<file path="src/tbh_defs.svh">
// register offsets, field positions, reset values and timing counts
`ifndef TBH_DEFS_SVH
`define TBH_DEFS_SVH
`define TBH_A_STATUS 3'h0
`define TBH_A_DIAG 3'h1
`define TBH_A_PTRHI 3'h2
`define TBH_A_PTRLO 3'h3
`define TBH_A_DATA 3'h4
`define TBH_A_INDIRECT_REGISTER_SELECT 3'h5
`define TBH_A_CONFIG 3'h6
`define TBH_A_INDIRECT 3'h7
`define TBH_SUB_NEXTID 3'h3
`define TBH_SUB_SPEED 3'h2
`define TBH_SUB_CLOCK 3'h4
`define TBH_SUB_BUSCTL 3'h5
`define TBH_STATUS_RST 8'h91
`define TBH_DIAG_RST 8'h00
`define TBH_NEXTID_RST 8'h00
`define TBH_CONFIG_RST 8'h18
`define TBH_SPEED_RST 8'h00
`define TBH_CLOCK_RST 8'h00
`define TBH_BUSCTL_RST 8'h00
`define TBH_DIAG_NEWNEXT 2
`define TBH_DIAG_EXCESSIVE_REFUSAL_FLAG 6
`define TBH_DIAG_KEEP 8'h44
`define TBH_CMD_POR_CLEAR 8'h0E
`define TBH_PTRHI_DMA_REQUEST_ENABLE 3
`define TBH_BUSCTL_WIDE 7
`define TBH_CFG_RESET 7
`define TBH_CFG_TXJOIN 5
`define TBH_SPD_CKP_LSB 1
`define TBH_SPD_CKP_MAX 3'h6
`define TBH_CLK_FASTRD 7
`define TBH_CLK_MUL_LSB 4
`define TBH_CLK_ENH 3
`define TBH_CLK_NOIDLE 2
`define TBH_CLK_RCN_LSB 0
`define TBH_CLK_MHZ 200
`define TBH_RECON0_US 210000
`define TBH_RECON1_US 52500
`define TBH_RECON2_US 26250
`define TBH_RECON3_US 13125
`define TBH_RECON0_CYC (`TBH_RECON0_US * `TBH_CLK_MHZ)
`define TBH_RECON1_CYC (`TBH_RECON1_US * `TBH_CLK_MHZ)
`define TBH_RECON2_CYC (`TBH_RECON2_US * `TBH_CLK_MHZ)
`define TBH_RECON3_CYC (`TBH_RECON3_US * `TBH_CLK_MHZ)
`define TBH_AV_HOSTCTRL 4'h8
`define TBH_AV_HOSTSTAT 4'h9
`define TBH_HC_NODE255 0
`define TBH_HS_BADCMD 0
`define TBH_HS_BADORDER 1
`define TBH_HS_BADRECON 2
`define TBH_HS_DMAREQ 3
`endif

</file>
<file path="src/tbh_if.sv">
// parallel register bus between controller and register bank
`timescale 1ns/1ps
interface tbh_if;
    logic [2:0] busAddr;
    logic [7:0] busWrData;
    logic busRd;
    logic busWr;
    logic [7:0] busRdData;
    logic dmaRequestPin;

    modport device (
        input busAddr,
        input busWrData,
        input busRd,
        input busWr,
        output busRdData,
        output dmaRequestPin
    );
    modport host (
        output busAddr,
        output busWrData,
        output busRd,
        output busWr,
        input busRdData,
        input dmaRequestPin
    );
endinterface : tbh_if

</file>
<file path="src/tbh_device_end.sv">
// register bank of the token bus node controller
//
// Overview of operation
// - read-only next token holder id register
// - id updates set new-next flag; read clears
// - next_token_holder_id clears on any reset
// - status resets to 1xx1 0001
// - diag read clears all but two flags
// - refusal flag cleared by command or reset
// - diag resets to 0000 000x
// - host writes only defined command codes
// - pointer loads on low byte, high first
// - pointer high bit 3 gates dma request
// - wide access turns pointer bit 0 into swap
// - configuration resets 0x18, hardware reset only
// - select bits shared with configuration register
// - upper select bit; configuration write clears it
// - host writes zeros to select bits 7:3
// - speed setup: rate, arbitration, receive, driver
// - speed setup zero on hardware reset only
// - clock multiplier field and fast read bit
// - enhanced timing bit, else earlier timing
// - skip-idle bit lifts line idle wait
// - two-bit recon timeout at full rate
// - timeout scales with rate; shortest needs id 255
`timescale 1ns/1ps
`include "tbh_defs.svh"
module tbh_device_end #(
    parameter logic [31:0] RECON0_CYC = `TBH_RECON0_CYC,
    parameter logic [31:0] RECON1_CYC = `TBH_RECON1_CYC,
    parameter logic [31:0] RECON2_CYC = `TBH_RECON2_CYC,
    parameter logic [31:0] RECON3_CYC = `TBH_RECON3_CYC
) (
    input wire logic mclk,
    input wire logic reset_n,
    tbh_if.device bus,
    input wire logic nextIdLoad,
    input wire logic [7:0] nextIdValue,
    input wire logic engineStatusLoad,
    input wire logic [7:0] engineStatus,
    input wire logic [7:0] diagSet,
    input wire logic dmaDone,
    input wire logic lineIdle,
    output logic cmdStrobe,
    output logic [7:0] cmdCode,
    output logic ramAddrLoad,
    output logic [10:0] ramAddr,
    output logic byteSwap,
    output logic softResetActive,
    output logic transmitJoinEnable,
    output logic [7:0] speedSetup,
    output logic [7:0] clockSetup,
    output logic wideAccessEnable,
    output logic initWriteAllowed,
    output logic [31:0] reconTimeoutCycles,
    output logic newNextIdFlag,
    output logic excessiveRefusalFlag
);
    logic [7:0] nextHolderId;
    logic [7:0] nodeStatus;
    logic [7:0] diagFlags;
    logic [7:0] next_diagFlags;
    logic [7:0] ptrUpper;
    logic [7:0] ptrLower;
    logic [7:2] modeCfg;
    logic [1:0] selLow;
    logic selHigh;
    logic [1:0] selSpare;
    logic [7:0] busCtl;
    logic [7:0] rdMux;
    logic [2:0] ckp;
    logic [31:0] reconBase;
    logic wrAt [8];
    logic rdAt [8];
    logic [2:0] subSel;

    assign subSel = {selHigh, selLow};

    genvar gi;
    generate
        for (gi = 0; gi < 8; gi++) begin : g_dec
            assign wrAt[gi] = bus.busWr && (bus.busAddr == 3'(gi));
            assign rdAt[gi] = bus.busRd && (bus.busAddr == 3'(gi));
        end
    endgenerate

    logic rdNextId;
    logic wrIndirect;
    assign rdNextId = rdAt[`TBH_A_INDIRECT] && subSel == `TBH_SUB_NEXTID;
    assign wrIndirect = wrAt[`TBH_A_INDIRECT];

    // soft reset follows the configuration reset bit, a registered level
    always_ff @(posedge mclk or negedge reset_n) begin
        if (!reset_n) begin
            softResetActive <= 1'b0;
        end else begin
            softResetActive <= modeCfg[`TBH_CFG_RESET];
        end
    end

    always_ff @(posedge mclk or negedge reset_n) begin
        if (!reset_n) begin
            nextHolderId <= `TBH_NEXTID_RST;
        end else if (softResetActive) begin
            nextHolderId <= `TBH_NEXTID_RST;
        end else if (nextIdLoad) begin
            nextHolderId <= nextIdValue;
        end
    end

    always_ff @(posedge mclk or negedge reset_n) begin
        if (!reset_n) begin
            nodeStatus <= `TBH_STATUS_RST;
        end else if (softResetActive) begin
            nodeStatus <= `TBH_STATUS_RST;
        end else if (engineStatusLoad) begin
            nodeStatus <= engineStatus;
        end
    end

    // an event in the clearing cycle wins, so none is lost
    always_comb begin
        next_diagFlags = diagFlags;
        if (rdAt[`TBH_A_DIAG]) begin
            next_diagFlags = next_diagFlags & `TBH_DIAG_KEEP;
        end
        if (rdNextId) begin
            next_diagFlags[`TBH_DIAG_NEWNEXT] = 1'b0;
        end
        if (wrAt[`TBH_A_DIAG] && bus.busWrData == `TBH_CMD_POR_CLEAR) begin
            next_diagFlags[`TBH_DIAG_EXCESSIVE_REFUSAL_FLAG] = 1'b0;
        end
        next_diagFlags = next_diagFlags | diagSet;
        if (nextIdLoad) begin
            next_diagFlags[`TBH_DIAG_NEWNEXT] = 1'b1;
        end
        next_diagFlags[0] = 1'b0;
    end

    always_ff @(posedge mclk or negedge reset_n) begin
        if (!reset_n) begin
            diagFlags <= `TBH_DIAG_RST;
        end else if (softResetActive) begin
            diagFlags <= `TBH_DIAG_RST;
        end else begin
            diagFlags <= next_diagFlags;
        end
    end

    always_ff @(posedge mclk or negedge reset_n) begin
        if (!reset_n) begin
            cmdStrobe <= 1'b0;
            cmdCode <= 8'h00;
        end else begin
            cmdStrobe <= wrAt[`TBH_A_DIAG];
            if (wrAt[`TBH_A_DIAG]) begin
                cmdCode <= bus.busWrData;
            end
        end
    end

    // pointer bytes have no defined reset; zero keeps simulation clean
    always_ff @(posedge mclk or negedge reset_n) begin
        if (!reset_n) begin
            ptrUpper <= 8'h00;
            ptrLower <= 8'h00;
            ramAddr <= 11'h000;
            ramAddrLoad <= 1'b0;
            byteSwap <= 1'b0;
        end else begin
            ramAddrLoad <= wrAt[`TBH_A_PTRLO];
            if (wrAt[`TBH_A_PTRHI]) begin
                ptrUpper <= bus.busWrData;
            end
            if (wrAt[`TBH_A_PTRLO]) begin
                ptrLower <= bus.busWrData;
                ramAddr <= {ptrUpper[2:0], bus.busWrData};
                byteSwap <= 1'b0;
                if (wideAccessEnable) begin
                    ramAddr[0] <= 1'b0;
                    byteSwap <= bus.busWrData[0];
                end
            end
        end
    end

    always_ff @(posedge mclk or negedge reset_n) begin
        if (!reset_n) begin
            bus.dmaRequestPin <= 1'b0;
        end else if (wrAt[`TBH_A_PTRLO]) begin
            bus.dmaRequestPin <= ptrUpper[`TBH_PTRHI_DMA_REQUEST_ENABLE];
        end else if (dmaDone) begin
            bus.dmaRequestPin <= 1'b0;
        end
    end

    // configuration survives a soft reset, otherwise the reset bit
    // could never be cleared again
    always_ff @(posedge mclk or negedge reset_n) begin
        if (!reset_n) begin
            modeCfg <= 6'(`TBH_CONFIG_RST >> 2);
            selLow <= 2'(`TBH_CONFIG_RST);
            selHigh <= 1'b0;
            selSpare <= 2'h0;
        end else if (wrAt[`TBH_A_CONFIG]) begin
            modeCfg <= bus.busWrData[7:2];
            selLow <= bus.busWrData[1:0];
            selHigh <= 1'b0;
        end else if (wrAt[`TBH_A_INDIRECT_REGISTER_SELECT]) begin
            selLow <= bus.busWrData[1:0];
            selHigh <= bus.busWrData[2];
            selSpare <= {bus.busWrData[7], bus.busWrData[3]};
        end
    end

    always_ff @(posedge mclk or negedge reset_n) begin
        if (!reset_n) begin
            speedSetup <= `TBH_SPEED_RST;
            clockSetup <= `TBH_CLOCK_RST;
            busCtl <= `TBH_BUSCTL_RST;
        end else if (wrIndirect) begin
            case (subSel)
                `TBH_SUB_SPEED: speedSetup <= bus.busWrData;
                `TBH_SUB_CLOCK: clockSetup <= bus.busWrData;
                `TBH_SUB_BUSCTL: busCtl <= bus.busWrData;
                default: ;
            endcase
        end
    end

    // rate divider exponent; beyond 6 the slowest rate is held
    always_comb begin
        ckp = speedSetup[`TBH_SPD_CKP_LSB +: 3];
        if (ckp > `TBH_SPD_CKP_MAX) begin
            ckp = `TBH_SPD_CKP_MAX;
        end
        case (clockSetup[`TBH_CLK_RCN_LSB +: 2])
            2'h0: reconBase = RECON0_CYC;
            2'h1: reconBase = RECON1_CYC;
            2'h2: reconBase = RECON2_CYC;
            2'h3: reconBase = RECON3_CYC;
            default: reconBase = RECON0_CYC;
        endcase
    end

    always_ff @(posedge mclk or negedge reset_n) begin
        if (!reset_n) begin
            reconTimeoutCycles <= RECON0_CYC;
            initWriteAllowed <= 1'b0;
            wideAccessEnable <= 1'b0;
            transmitJoinEnable <= 1'b0;
            newNextIdFlag <= 1'b0;
            excessiveRefusalFlag <= 1'b0;
        end else begin
            reconTimeoutCycles <= reconBase << ckp;
            initWriteAllowed <= lineIdle
                || clockSetup[`TBH_CLK_NOIDLE];
            wideAccessEnable <= busCtl[`TBH_BUSCTL_WIDE];
            transmitJoinEnable <= modeCfg[`TBH_CFG_TXJOIN];
            newNextIdFlag <= diagFlags[`TBH_DIAG_NEWNEXT];
            excessiveRefusalFlag <= diagFlags[`TBH_DIAG_EXCESSIVE_REFUSAL_FLAG];
        end
    end

    always_comb begin
        case (bus.busAddr)
            `TBH_A_STATUS: rdMux = nodeStatus;
            `TBH_A_DIAG: rdMux = diagFlags;
            `TBH_A_PTRHI: rdMux = ptrUpper;
            `TBH_A_PTRLO: rdMux = ptrLower;
            `TBH_A_INDIRECT_REGISTER_SELECT: rdMux = {selSpare[1], 3'h0, selSpare[0],
                subSel};
            `TBH_A_CONFIG: rdMux = {modeCfg, selLow};
            `TBH_A_INDIRECT: begin
                case (subSel)
                    `TBH_SUB_NEXTID: rdMux = nextHolderId;
                    `TBH_SUB_SPEED: rdMux = speedSetup;
                    `TBH_SUB_CLOCK: rdMux = clockSetup;
                    `TBH_SUB_BUSCTL: rdMux = busCtl;
                    default: rdMux = 8'h00;
                endcase
            end
            default: rdMux = 8'h00;
        endcase
    end

    always_ff @(posedge mclk or negedge reset_n) begin
        if (!reset_n) begin
            bus.busRdData <= 8'h00;
        end else if (bus.busRd) begin
            bus.busRdData <= rdMux;
        end
    end
endmodule : tbh_device_end

</file>
<file path="src/flat_wrapper.sv">
// flat-port wrapper written by rule: the top's interface ports become plain ports
module tbh_device_end_flat 
#(
    parameter logic [31:0] RECON0_CYC = `TBH_RECON0_CYC,
    parameter logic [31:0] RECON1_CYC = `TBH_RECON1_CYC,
    parameter logic [31:0] RECON2_CYC = `TBH_RECON2_CYC,
    parameter logic [31:0] RECON3_CYC = `TBH_RECON3_CYC
)
  (mclk, reset_n, nextIdLoad, nextIdValue, engineStatusLoad, engineStatus, diagSet, dmaDone, lineIdle, cmdStrobe, cmdCode, ramAddrLoad, ramAddr, byteSwap, softResetActive, transmitJoinEnable, speedSetup, clockSetup, wideAccessEnable, initWriteAllowed, reconTimeoutCycles, newNextIdFlag, excessiveRefusalFlag, bus_busAddr, bus_busWrData, bus_busRd, bus_busWr, bus_busRdData, bus_dmaRequestPin);
  tbh_if bus_i ();
  input wire logic mclk;
  input wire logic reset_n;
  input wire logic nextIdLoad;
  input wire logic [7:0] nextIdValue;
  input wire logic engineStatusLoad;
  input wire logic [7:0] engineStatus;
  input wire logic [7:0] diagSet;
  input wire logic dmaDone;
  input wire logic lineIdle;
  output logic cmdStrobe;
  output logic [7:0] cmdCode;
  output logic ramAddrLoad;
  output logic [10:0] ramAddr;
  output logic byteSwap;
  output logic softResetActive;
  output logic transmitJoinEnable;
  output logic [7:0] speedSetup;
  output logic [7:0] clockSetup;
  output logic wideAccessEnable;
  output logic initWriteAllowed;
  output logic [31:0] reconTimeoutCycles;
  output logic newNextIdFlag;
  output logic excessiveRefusalFlag;
  input wire logic [$bits(bus_i.busAddr)-1:0] bus_busAddr;
  input wire logic [$bits(bus_i.busWrData)-1:0] bus_busWrData;
  input wire logic [$bits(bus_i.busRd)-1:0] bus_busRd;
  input wire logic [$bits(bus_i.busWr)-1:0] bus_busWr;
  output wire logic [$bits(bus_i.busRdData)-1:0] bus_busRdData;
  output wire logic [$bits(bus_i.dmaRequestPin)-1:0] bus_dmaRequestPin;
  assign bus_i.busAddr = bus_busAddr;
  assign bus_i.busWrData = bus_busWrData;
  assign bus_i.busRd = bus_busRd;
  assign bus_i.busWr = bus_busWr;
  assign bus_busRdData = bus_i.busRdData;
  assign bus_dmaRequestPin = bus_i.dmaRequestPin;
  tbh_device_end #(.RECON0_CYC(RECON0_CYC), .RECON1_CYC(RECON1_CYC), .RECON2_CYC(RECON2_CYC), .RECON3_CYC(RECON3_CYC)) u_core (.mclk(mclk), .reset_n(reset_n), .bus(bus_i), .nextIdLoad(nextIdLoad), .nextIdValue(nextIdValue), .engineStatusLoad(engineStatusLoad), .engineStatus(engineStatus), .diagSet(diagSet), .dmaDone(dmaDone), .lineIdle(lineIdle), .cmdStrobe(cmdStrobe), .cmdCode(cmdCode), .ramAddrLoad(ramAddrLoad), .ramAddr(ramAddr), .byteSwap(byteSwap), .softResetActive(softResetActive), .transmitJoinEnable(transmitJoinEnable), .speedSetup(speedSetup), .clockSetup(clockSetup), .wideAccessEnable(wideAccessEnable), .initWriteAllowed(initWriteAllowed), .reconTimeoutCycles(reconTimeoutCycles), .newNextIdFlag(newNextIdFlag), .excessiveRefusalFlag(excessiveRefusalFlag));
endmodule
</file>
<file path="config.mk">
export PLATFORM = sky130hd
export DESIGN_NAME = tbh_device_end_flat
export DESIGN_NICKNAME = d
export VERILOG_FILES = /design/src/tbh_if.sv /design/src/tbh_device_end.sv /design/src/flat_wrapper.sv
export VERILOG_INCLUDE_DIRS = /design/src /design/src/src
export SDC_FILE = /design/constraint.sdc
export NUM_CORES = 1
export LEC_CHECK = 0
export ABC_AREA = 1
export BUFFER_PORTS_ARGS = -buffer_cell sky130_fd_sc_hd__buf_2
export CAP_MARGIN = 20
export CELL_PAD_IN_SITES_DETAIL_PLACEMENT = 1
export CELL_PAD_IN_SITES_GLOBAL_PLACEMENT = 2
export CORE_ASPECT_RATIO = 1.25
export CORE_MARGIN = 10
export CORE_UTILIZATION = 35
export CTS_CLUSTER_DIAMETER = 40
export DETAILED_ROUTE_END_ITERATION = 6
export PLACE_DENSITY_LB_ADDON = 0.3
export SKIP_LAST_GASP = 1
export SLEW_MARGIN = 40
export SYNTH_ARGS = -nofsm -noshare
export SYNTH_HDL_FRONTEND = slang
export SYNTH_SLANG_ARGS = --single-unit
</file>
<file path="constraint.sdc">
create_clock -name mclk -period 3.7 [get_ports mclk]
set_clock_uncertainty 0.2 [all_clocks]
set_input_delay 0.185 -clock mclk [delete_from_list [all_inputs] [get_ports mclk]]
set_output_delay 0.185 -clock mclk [all_outputs]
set_load 0.02 [all_outputs]
</file>
Word-level counts from Yosys, hierarchy flattened

Cells that the tools add are included.

Shift-type cells: 1
Reductions and logical operators: 21
Bitwise gates (word level): 2
Equality and inequality tests: 14
Order comparisons: 1
Mux-type cells: 21

Operators with widths:

| cell                                                                  | number |
|---|---|
| 32-bit case mux with 4 select lines                                   | 1 |
| 8-bit case mux with 7 select lines                                    | 1 |
| 8-bit 2-to-1 mux                                                      | 6 |
| 8-bit case mux with 4 select lines                                    | 1 |
| 32-bit by 3-bit left shift with 32-bit output                         | 1 |
| 3-bit equality test, second input constant                            | 5 |
| 3-bit by 2-bit equality test with 1-bit output, second input constant | 4 |
| 1-bit logical AND                                                     | 10 |
| 1-bit 2-to-1 mux                                                      | 9 |
| 8-bit by 4-bit equality test with 1-bit output, second input constant | 1 |
| 8-bit OR                                                              | 1 |
| 2-bit AND reduction                                                   | 4 |
| 2-bit nonzero test                                                    | 4 |
| 2-bit equality test, second input constant                            | 2 |
| 2-bit 2-to-1 mux                                                      | 2 |
| 3-bit by 1-bit equality test with 1-bit output, second input constant | 1 |
| 3-bit greater-than comparator, second input constant                  | 1 |
| 3-bit logical NOT                                                     | 1 |
| 3-bit 2-to-1 mux                                                      | 1 |
| 2-bit by 1-bit equality test with 1-bit output, second input constant | 1 |
| 2-bit logical NOT                                                     | 1 |
| 1-bit logical OR                                                      | 1 |
| 1-bit inverter                                                        | 1 |

Output and inout bits: 85
Logic and storage cells: 86
Bits of input ports: 43
Register bits: 144

Depth between registers and ports, before layout

Gate-level depths: netlist (run 1).

Depth after elaboration: 7
Mapped depth: 11
Gate-level depth less buffers: 10

Worst setup path after synthesis (run 1)

Ideal clock, no wire load.

Path type: reg2reg
Start: register u_core.speedSetup[3]
End: register u_core.reconTimeoutCycles[8]
Arrival: 1.370 ns
Cell stages (with the launch flop): 9
Path buffers: 1
Required time: 3.380 ns
Period minus slack after synthesis: 1.690 ns
Library setup time: 0.120 ns
Setup slack: 2.010 ns
Cell sequence: dfrtp_1 -> buf_4 -> nand2_1 -> nand2_2 -> nand2_1 -> o21ai_0 -> nand2_1 -> nand2_1 -> nand2_1

Cells in the longest elaborated chain, start to end: 3

Ends and longest elaborated chain:

| what                                            | line                  | RTL |
|---|---|---|
| from (decl)                                     | tbh_device_end.sv:51  | `output logic [7:0] speedSetup,` |
| from (signal assigned)                          | tbh_device_end.sv:218 | `` speedSetup <= `TBH_SPEED_RST; `` |
| from (signal assigned)                          | tbh_device_end.sv:223 | `` `TBH_SUB_SPEED: speedSetup <= bus.busWrData; `` |
| 3-bit greater-than comparator (no line)         | -                     |  |
| 3-bit 2-to-1 mux *                              | tbh_device_end.sv:234 | `` if (ckp > `TBH_SPD_CKP_MAX) begin `` |
| 32-bit by 3-bit left shift with 32-bit output * | tbh_device_end.sv:255 | `reconTimeoutCycles <= reconBase << ckp;` |
| to (signal assigned)                            | tbh_device_end.sv:255 |  |
| to (decl)                                       | tbh_device_end.sv:55  | `output logic [31:0] reconTimeoutCycles,` |

Mark *: on every way between the ends. The rest lies on a longest branch, timed or not.
A chain may end at the register's enable or synchronous reset.

Worst setup path after layout (run 1)

Start: register u_core.softResetActive
End: register u_core.nodeStatus[3]

Cells in the longest elaborated chain, start to end: 1
Elaborated cells between the ends (all ways): 2
Those cells by class: mux: 1; reduce/logical: 1

Ends and longest elaborated chain:

| what                                                          | line                  | RTL |
|---|---|---|
| from (decl)                                                   | tbh_device_end.sv:49  | `output logic softResetActive,` |
| from (signal assigned)                                        | tbh_device_end.sv:97  | `` softResetActive <= modeCfg[`TBH_CFG_RESET]; `` |
| 8-bit 2-to-1 mux / 2-bit nonzero test (equally long branches) | -                     |  |
| to (signal assigned)                                          | tbh_device_end.sv:113 | `` nodeStatus <= `TBH_STATUS_RST; `` |
| to (signal assigned)                                          | tbh_device_end.sv:115 | `` nodeStatus <= `TBH_STATUS_RST; `` |
| to (signal assigned)                                          | tbh_device_end.sv:117 | `nodeStatus <= engineStatus;` |
| to (decl)                                                     | tbh_device_end.sv:60  | `logic [7:0] nodeStatus;` |

Parallel ways exist; a longest one is shown, timed or not.

==> results.cfg, run 1 <==
[synth]
synth_seq_area_share = 0.536
synth_largest_area_cell = dfrtp_1
avgSynthCellArea_um2 = 8.91
synth_edf_count = 0
synthCells = 700
yosysUniqueCellTypes = 34
yosys_warnings = 0
synth_top_area_frac = 0.477
syn-cell-area_um2 = 6240
netlist_top_cells_area = dfrtp_1 (48%), nand2_1 (13%), dfstp_2 (5.9%), o21ai_2 (4.6%), nand4_1 (4.0%)
synthFlopType = dfrtp_1
ys_ff_latch = 133
synthTopCellsByCount = nand2_1 (216), dfrtp_1 (119), o21ai_0 (47)
async_flop_share = 1.00
synthMostInstantiatedCell = nand2_1

[timing]
finalHoldViolations = 0
slew_viol_final = 0
tightest_slew_ns = 0.767
rsz0062_at_grt = false
finalWorstSetupSlack_ns = 1.19
min_period_ns = 2.51
whs_ns = 0.0222
fin_tns_setup_ns = 0
setup_violations = 0
finalCritPeriodShare = 0.678
slew_headroom = 0.488
fmax_ghz = 0.399

[global_routing]
grt_overflow = 0
grt_max_degree = 81
grt_antenna_before_repair = 0
grt_usage = 0.170
grt_pass1_vias = 5868
grt_pass1_wl_um = 32100

[worst_hold_path]
whs_path_depth = 3
hp-class = input pin to flop

[finish]
layout-drive-gt1-share = 0.278
stdcell_count = 1086
diodes = 0
area_delta_synth_final_pct = 27.4
nFillCells = 2056
nets = 892
fin_area_um2 = 7950
final_core_util = 0.454

[placement]
gp_congestion = 0.864
port_buffers = 123
dp_hpwl_um = 14500
placed_cell_area_um2 = 6880
dp.cells = 1008
detailedPlace.worstSlack_ns = 1.24

[clock_tree]
cts_resized = 0
cts.clk_slew.worst_paths_ns = 0.06
cts_root_buffer = clkbuf_16
numCtsBuffers = 17
cts.sink_count = 133
cts_tree = built
h-tree-depth = 4
clk_latency_ns = 0.42
post_cts_buffers = 0
cts_buffer_depth = 2

[floorplanning]
fp.dieH_um = 169
ioPinCount = 128
rows = 54
dieArea_um2 = 23600
die_w_um = 139
initial_utilization = 0.356
core_area_um2 = 17500

[critical_path]
crit_required_ns = 3.80
endpoint_kind = flop
critical_path_class = flop to flop
worstPathMaxFanout = 11
start_kind = flop
rr_worst_depth = 5
critPathArrivalTime_ns = 2.61

[drt]
vias = 5473
finalWirelength_um = 20000
routedWlPerCell_um = 18.4
ant_nets = 0
drt_iter0_drc = 285
drc = 0
routed_via_density = 5.04
drtPass1Iterations = 4

[flow_run]
cap_violations = 0

[power]
p_leak_nw = 4.04
powerDensity_nw_per_um2 = 668
p_total_mw = 5.31
peakVddDrop_mv = 0.313

[run_status]
status = completed
==> timing repair <==
action                                  CTS  global route
hold buffers                             46             0
endpoints found under the setup margin    0             0
endpoints found under the hold margin   107             0
==> placed cells by master, fill, tap and decap left out, drive strengths merged <==
cell and count:
or2 2, a22o 5, nor3 3, clkinvlp 5, nor2 33, o22ai 2
buf 126, clkinv 7, inv 51, o21ai 95, clkbuf 17, nand3 48
nand3b 1, dlygate4sd3 46, nand2 225, conb 3, dfstp 14, dfrtp 119
a21oi 10, bufinv 3, a211oi 1, nand4 43, o22a 3
==> routing by layer <==
layer / vias up / global-route usage / part of all wire
met4: 0 / 0.0600 / 0.020
met3: 27 / 0.0381 / 0.037
li1: 2604 / - / -
met1: 2741 / 0.184 / 0.40
met2: 101 / 0.319 / 0.55
met5: - / 0 / 0
==> power breakdown <==
part	switching, mW	internal [mW]
Sequential	0.266	1.83
Combinational	1.01	0.484
Clock	0.666	1.06
Total	1.94	3.37
==> cell type report <==
| type | count | area [um2] | share of cell area |
|---|---|---|---|
| flip-flops and latches | 133 | 3350 | 0.421 |
| multi-input cells | 474 | 2420 | 0.304 |
| repair buffers | 172 | 1100 | 0.139 |
| clock buffers | 17 | 425 | 0.0535 |
| well taps | 224 | 280 | 0.0353 |
| inverters | 51 | 191 | 0.0241 |
| clock inverters | 15 | 181 | 0.0228 |
==> path summary, 6_finish.rpt <==
check	start	endpoint	slack [ns]
setup reg to reg	u_core.softResetActive	u_core.nodeStatus[3]	1.19
min in group asynchronous	reset_n	u_core.reconTimeoutCycles[8]	0.17
hold reg to reg	u_core.modeCfg[7]	u_core.softResetActive	0.22
setup / recovery	u_core.softResetActive	u_core.nodeStatus[3]	1.19
max in group asynchronous	reset_n	u_core.modeCfg[3]	2.22
hold / removal	engineStatusLoad	u_core.nodeStatus[2]	0.02
==> sequential cells by signal, summed over array words and instances (netlist names), 2 cells and up <==
register	cells
u_core.reconTimeoutCycles	29
u_core.bus.busRdData	8
u_core.busCtl	8
u_core.clockSetup	8
u_core.cmdCode	8
u_core.nextHolderId	8
u_core.nodeStatus	8
u_core.ptrUpper	8
u_core.speedSetup	8
u_core.diagFlags	7
u_core.ptrLower	7
u_core.modeCfg	6
u_core.ramAddr	5
u_core.selLow	2
u_core.selSpare	2
==> kinds of logic after synthesis <==
| logic type | count (synthesis) | share of synthesized area |
|---|---|---|
| AOI/OAI and AO/OA | 116 | 0.119 |
| buffers and inverters | 95 | 0.0770 |
| DFF | 133 | 0.536 |
| other | 1 | 0.000601 |
| and+or+nand+nor | 355 | 0.267 |
==> critical path: stages, from the launching register on <==
cell and delay [ns]:
dfrtp_1 0.65, clkinv_1 0.41, nand2_1 0.24, inv_1 0.13, a22o_1 0.20, dlygate4sd3_1 0.56
Note: power is estimated with default switching activity, not from simulation.
==> run 2, diff against run 1 <==
Settings changed: CORE_UTILIZATION 35 to 30.
Clock period 3.7 ns to 2.13 ns, I/O delays scaled along.
==> run 2 against run 1 <==
- sequential power increased by 67%
- setup slack got worse by 1.0 ns
- combinational power increased by 91%
- highest routed layer unchanged
==> results.cfg, run 2 (synthesis results as in run 1) <==
[timing]
tightest_slew_ns = 0.579
slew_viol_final = 0
fmax_ghz = 0.506
slew_headroom = 0.614
finalHoldViolations = 0
whs_ns = 0.0318
finalCritPeriodShare = 0.927
min_period_ns = 1.97
setup_violations = 0
fin_tns_setup_ns = 0
rsz0062_at_grt = false

[finish]
largest_reg_flops = 29
area_delta_synth_final_pct = 32.4
stdcell_count = 1155
multi_input_area_um2 = 2420
fin_area_um2 = 8260
diodes = 0
layout-drive-gt1-share = 0.286
final_cell_mix = nand2_1 (216), buf_2 (122), dfrtp_1 (118)
nets = 915
top_register = u_core.reconTimeoutCycles
final_common_cell = nand2_1
ff_latch_area_um2 = 3350
nFillCells = 2414

[critical_path]
crit_chain = nor2_1 > inv_1 > o22a_1 > dlygate4sd3_1
cp_slowest_cell = dlygate4sd3_1
endpoint_kind = flop
start_kind = flop
worstPathMaxFanout = 8
critical_path_class = flop to flop
max_stage_delay_ns = 0.56
crit_required_ns = 2.28
critPathArrivalTime_ns = 2.12
critPathBufInv = 2
critPathTopFamily = buffers and inverters

[drt]
vias = 5517
drc = 0
finalWirelength_um = 20800
ant_nets = 0
routedWlPerCell_um = 18.0
drt_iter0_drc = 249
routed_via_density = 4.78
drtPass1Iterations = 4

[placement]
gp_congestion = 0.839
port_buffers = 123
dp.cells = 1070
dp_hpwl_um = 15300
placed_cell_area_um2 = 7100

[clock_tree]
clk_latency_ns = 0.42
cts_tree = built
cts_buffer_depth = 2
cts.sink_count = 133
h-tree-depth = 4
numCtsBuffers = 17
cts.clk_slew.worst_paths_ns = 0.06
cts_root_buffer = clkbuf_16
post_cts_buffers = 0

[floorplanning]
rows = 58
initial_utilization = 0.307
ioPinCount = 128
core_area_um2 = 20300
die_w_um = 149
dieArea_um2 = 27000
fp.dieH_um = 181

[power]
clkPwrFrac = 0.335
p_seq_frac = 0.366
swShare = 0.350
powerDensity_nw_per_um2 = 1160
p_sw_mw = 3.34
p_int_mw = 6.21
pwr-share-comb = 0.298
peakVddDrop_mv = 0.548
p_leak_nw = 4.19

[global_routing]
grt_max_degree = 55
grt_pass1_vias = 6110
grt_antenna_before_repair = 0
grt_overflow = 0
grt_usage = 0.157
grt_pass1_wl_um = 33200

[worst_hold_path]
hp-class = input pin to asynchronous set/reset pin

[flow_run]
cap_violations = 0

[run_status]
status = completed
run 2: cell count changes in the layout (fill, tap and decap cells not counted), sizes merged:
cell,change
clkinv,-1
inv,-2
clkinvlp,-4
clkbuf,+5
bufinv,+2
dlygate4sd3,+7
buf,+16
run 2: repair_timing:
item / 4_1_cts / 5_1_grt
setup endpoints to repair: 0 / 3
hold buffers: 53 / 0
gates resized for setup: 0 / 1
hold endpoints to repair: 198 / 0
run 2: final timing paths:
path                                        startpoint                            end  slack [ns]  cells past startpoint
worst max-delay path            u_core.softResetActive           u_core.nodeStatus[7]        0.16                      4
worst min register to register       u_core.modeCfg[7]         u_core.softResetActive        0.22                      0
worst min-delay path                           reset_n  u_core.reconTimeoutCycles[30]        0.03                      2
min in group mclk                           nextIdLoad         u_core.nextHolderId[7]        0.05                      3
worst max register to register  u_core.softResetActive           u_core.nodeStatus[7]        0.16                      4
max in group asynchronous                      reset_n           u_core.nodeStatus[0]        1.02                      3
run 2: per-stage QoR:
step	total power [mW]	util	setup WS [ns]
2_1_floorplan	5.30	-	0.440
3_3_place_gp	6.25	0.349	0.278
3_5_place_dp	6.34	0.349	0.212
4_1_cts	9.67	0.406	0.0869
5_1_grt	10.1	0.406	0.0593
6_report	9.54	0.406	0.155
run 2: power by group through the flow:
stage | clock network (mW) | logic [mW] | registers, mW
finish | 3.20 | 2.85 | 3.50
global route | 3.38 | 3.18 | 3.58
CTS | 3.26 | 2.91 | 3.50
detailed placement | 0 | 2.79 | 3.54
global placement | 0 | 2.73 | 3.52
floorplan | 0 | 1.34 | 3.96
run 2: final cells by class:
| cell class | count | share of cell area |
|---|---|---|
| Tap cell | 270 | 0.0409 |
| Clock inverter | 10 | 0.0215 |
| Timing Repair Buffer | 195 | 0.161 |
| Sequential cell | 133 | 0.405 |
| Clock buffer | 22 | 0.0550 |
| Multi-Input combinational cell | 474 | 0.293 |
| Inverter | 51 | 0.0232 |
run 2: routing by layer:
metal	part of all wire	GRT usage	vias to the layer above
li1	-	-	2654
met1	0.40	0.171	2721
met2	0.53	0.281	109
met3	0.040	0.0370	33
met4	0.028	0.0669	0
met5	0	0	-
run 2: worst reg2reg max path: cells and delay by family (launching register included):
| kind | cells | cell delay (ns) |
|---|---|---|
| and+or+nand+nor | 1 | 0.35 |
| buffers and inverters | 2 | 0.71 |
| DFF | 1 | 0.47 |
| AOI/OAI and AO/OA | 1 | 0.18 |
==> run 3, diff against run 2 <==
Settings changed: CORE_MARGIN 10 to not set, PLACE_DENSITY set to 0.81, PLACE_DENSITY_LB_ADDON 0.3 to not set.
==> run 3 against run 2 <==
- utilization down 0.42 points
- routed wire length down 8.5%
- critical path depth unchanged
- combinational power down 5%
- via count down 2.5%
- sequential power up 1%
- cell count down 0.17%
- largest cell class unchanged
==> results.cfg, run 3 (synthesis results as in run 1) <==
[global_routing]
grt_usage = 0.193
grt_antenna_before_repair = 0
grt_pass1_vias = 5618
grt_max_degree = 52
busiest_layer = met2
grtUsageMet1 = 0.227
grt_util_met3 = 0.0383
grt_pass1_wl_um = 30600
grt_overflow = 0
grt_use_met2 = 0.346

[finish]
top_register = u_core.reconTimeoutCycles
nets = 913
area_delta_synth_final_pct = 30.6
diodes = 0
layout-drive-gt1-share = 0.290
final_cell_mix = nand2_1 (216), buf_2 (122), dfrtp_1 (119)
fin_area_um2 = 8140
final_common_cell = nand2_1
stdcell_count = 1153
largest_reg_flops = 29

[critical_path]
critical_path_class = flop to flop
start_kind = flop
crit_required_ns = 2.29
critPathBufInv = 2
endpoint_kind = flop
crit_chain = clkinvlp_4 > nand2_1 > o22a_1 > dlygate4sd3_1
critPathTopFamily = buffers and inverters
cp_slowest_cell = dfrtp_1
max_stage_delay_ns = 0.55
critPathArrivalTime_ns = 2.18
worstPathMaxFanout = 9

[timing]
slew_headroom = 0.644
min_period_ns = 2.01
whs_ns = 0.0293
rsz0062_at_grt = true
setup_violations = 0
finalCritPeriodShare = 0.945
fmax_ghz = 0.497
fin_tns_setup_ns = 0
finalHoldViolations = 0
slew_viol_final = 0
tightest_slew_ns = 0.534

[flow_run]
cap_violations = 0

[drt]
drtPass1Iterations = 4
ant_nets = 0
drc = 0
routedWlPerCell_um = 16.5
drt_iter0_drc = 206
routed_via_density = 4.67
vias = 5379
finalWirelength_um = 19100

[clock_tree]
cts_buffer_depth = 2
clk_latency_ns = 0.43
cts_root_buffer = clkbuf_16
cts.sink_count = 133
cts_tree = built
numCtsBuffers = 17
h-tree-depth = 4
post_cts_buffers = 0
cts.clk_slew.worst_paths_ns = 0.06

[power]
p_leak_nw = 4.11
powerDensity_nw_per_um2 = 1110
p_total_mw = 9.02
peakVddDrop_mv = 0.581

[placement]
placed_cell_area_um2 = 7060
gp_congestion = 0.802
port_buffers = 123
dp.cells = 1069
dp_hpwl_um = 13600

[floorplanning]
initial_utilization = 0.308
die_w_um = 131
ioPinCount = 128
rows = 58
core_area_um2 = 20200
fp.dieH_um = 163
dieArea_um2 = 21400

[worst_hold_path]
hp-class = input pin to flop

[run_status]
status = completed
[run 3: worst min-delay path, cell delays in order]
cell and delay, ns:
buf_2 0.09, inv_1 0.23, o21ai_2 0.20
[run 3: metrics by stage]
step / setup WS (ns) / util
CTS: 0.0345 / 0.402
detailed placement: 0.316 / 0.349
finish: 0.117 / 0.402
global route: -0.00896 / 0.402
floorplan: 0.440 / -
global placement: 0.333 / 0.349
[run 3: layout make-up]
class	instances	area (um2)
fill	2391	12100
sequential	133	3350
multi-input combinational	474	2420
timing repair buffer	193	1290
clock buffer	19	443
tap	270	338
inverter	51	199
clock inverter	13	110
[run 3: what timing repair did]
action	CTS	global route
setup endpoints to repair	0	7
gates resized for setup	0	2
hold buffers	52	0
endpoints found under the hold margin	195	0
[run 3: final timing paths]
path                                        start                       to  slack (ns)  depth (start not counted)
hold reg to reg                 u_core.modeCfg[7]   u_core.softResetActive        0.20                          0
min in group asynchronous                 reset_n      u_core.diagFlags[2]        0.53                          3
hold / removal                   bus_busWrData[3]        u_core.modeCfg[3]        0.03                          3
setup / recovery           u_core.softResetActive     u_core.nodeStatus[7]        0.12                          4
setup reg to reg           u_core.softResetActive     u_core.nodeStatus[7]        0.12                          4
max in group asynchronous                 reset_n  u_core.bus.busRdData[2]        0.32                          4
[run 3: where the power goes]
| group | internal, mW | switching [mW] |
|---|---|---|
| Sequential | 3.17 | 0.361 |
| Combinational | 0.900 | 1.82 |
| Clock | 1.63 | 1.14 |
| Total | 5.70 | 3.32 |
[run 3: layer usage]
layer	up-vias	part of all wire
met5	-	0
met4	0	0.016
met1	2575	0.41
met2	123	0.53
li1	2661	-
met3	20	0.040
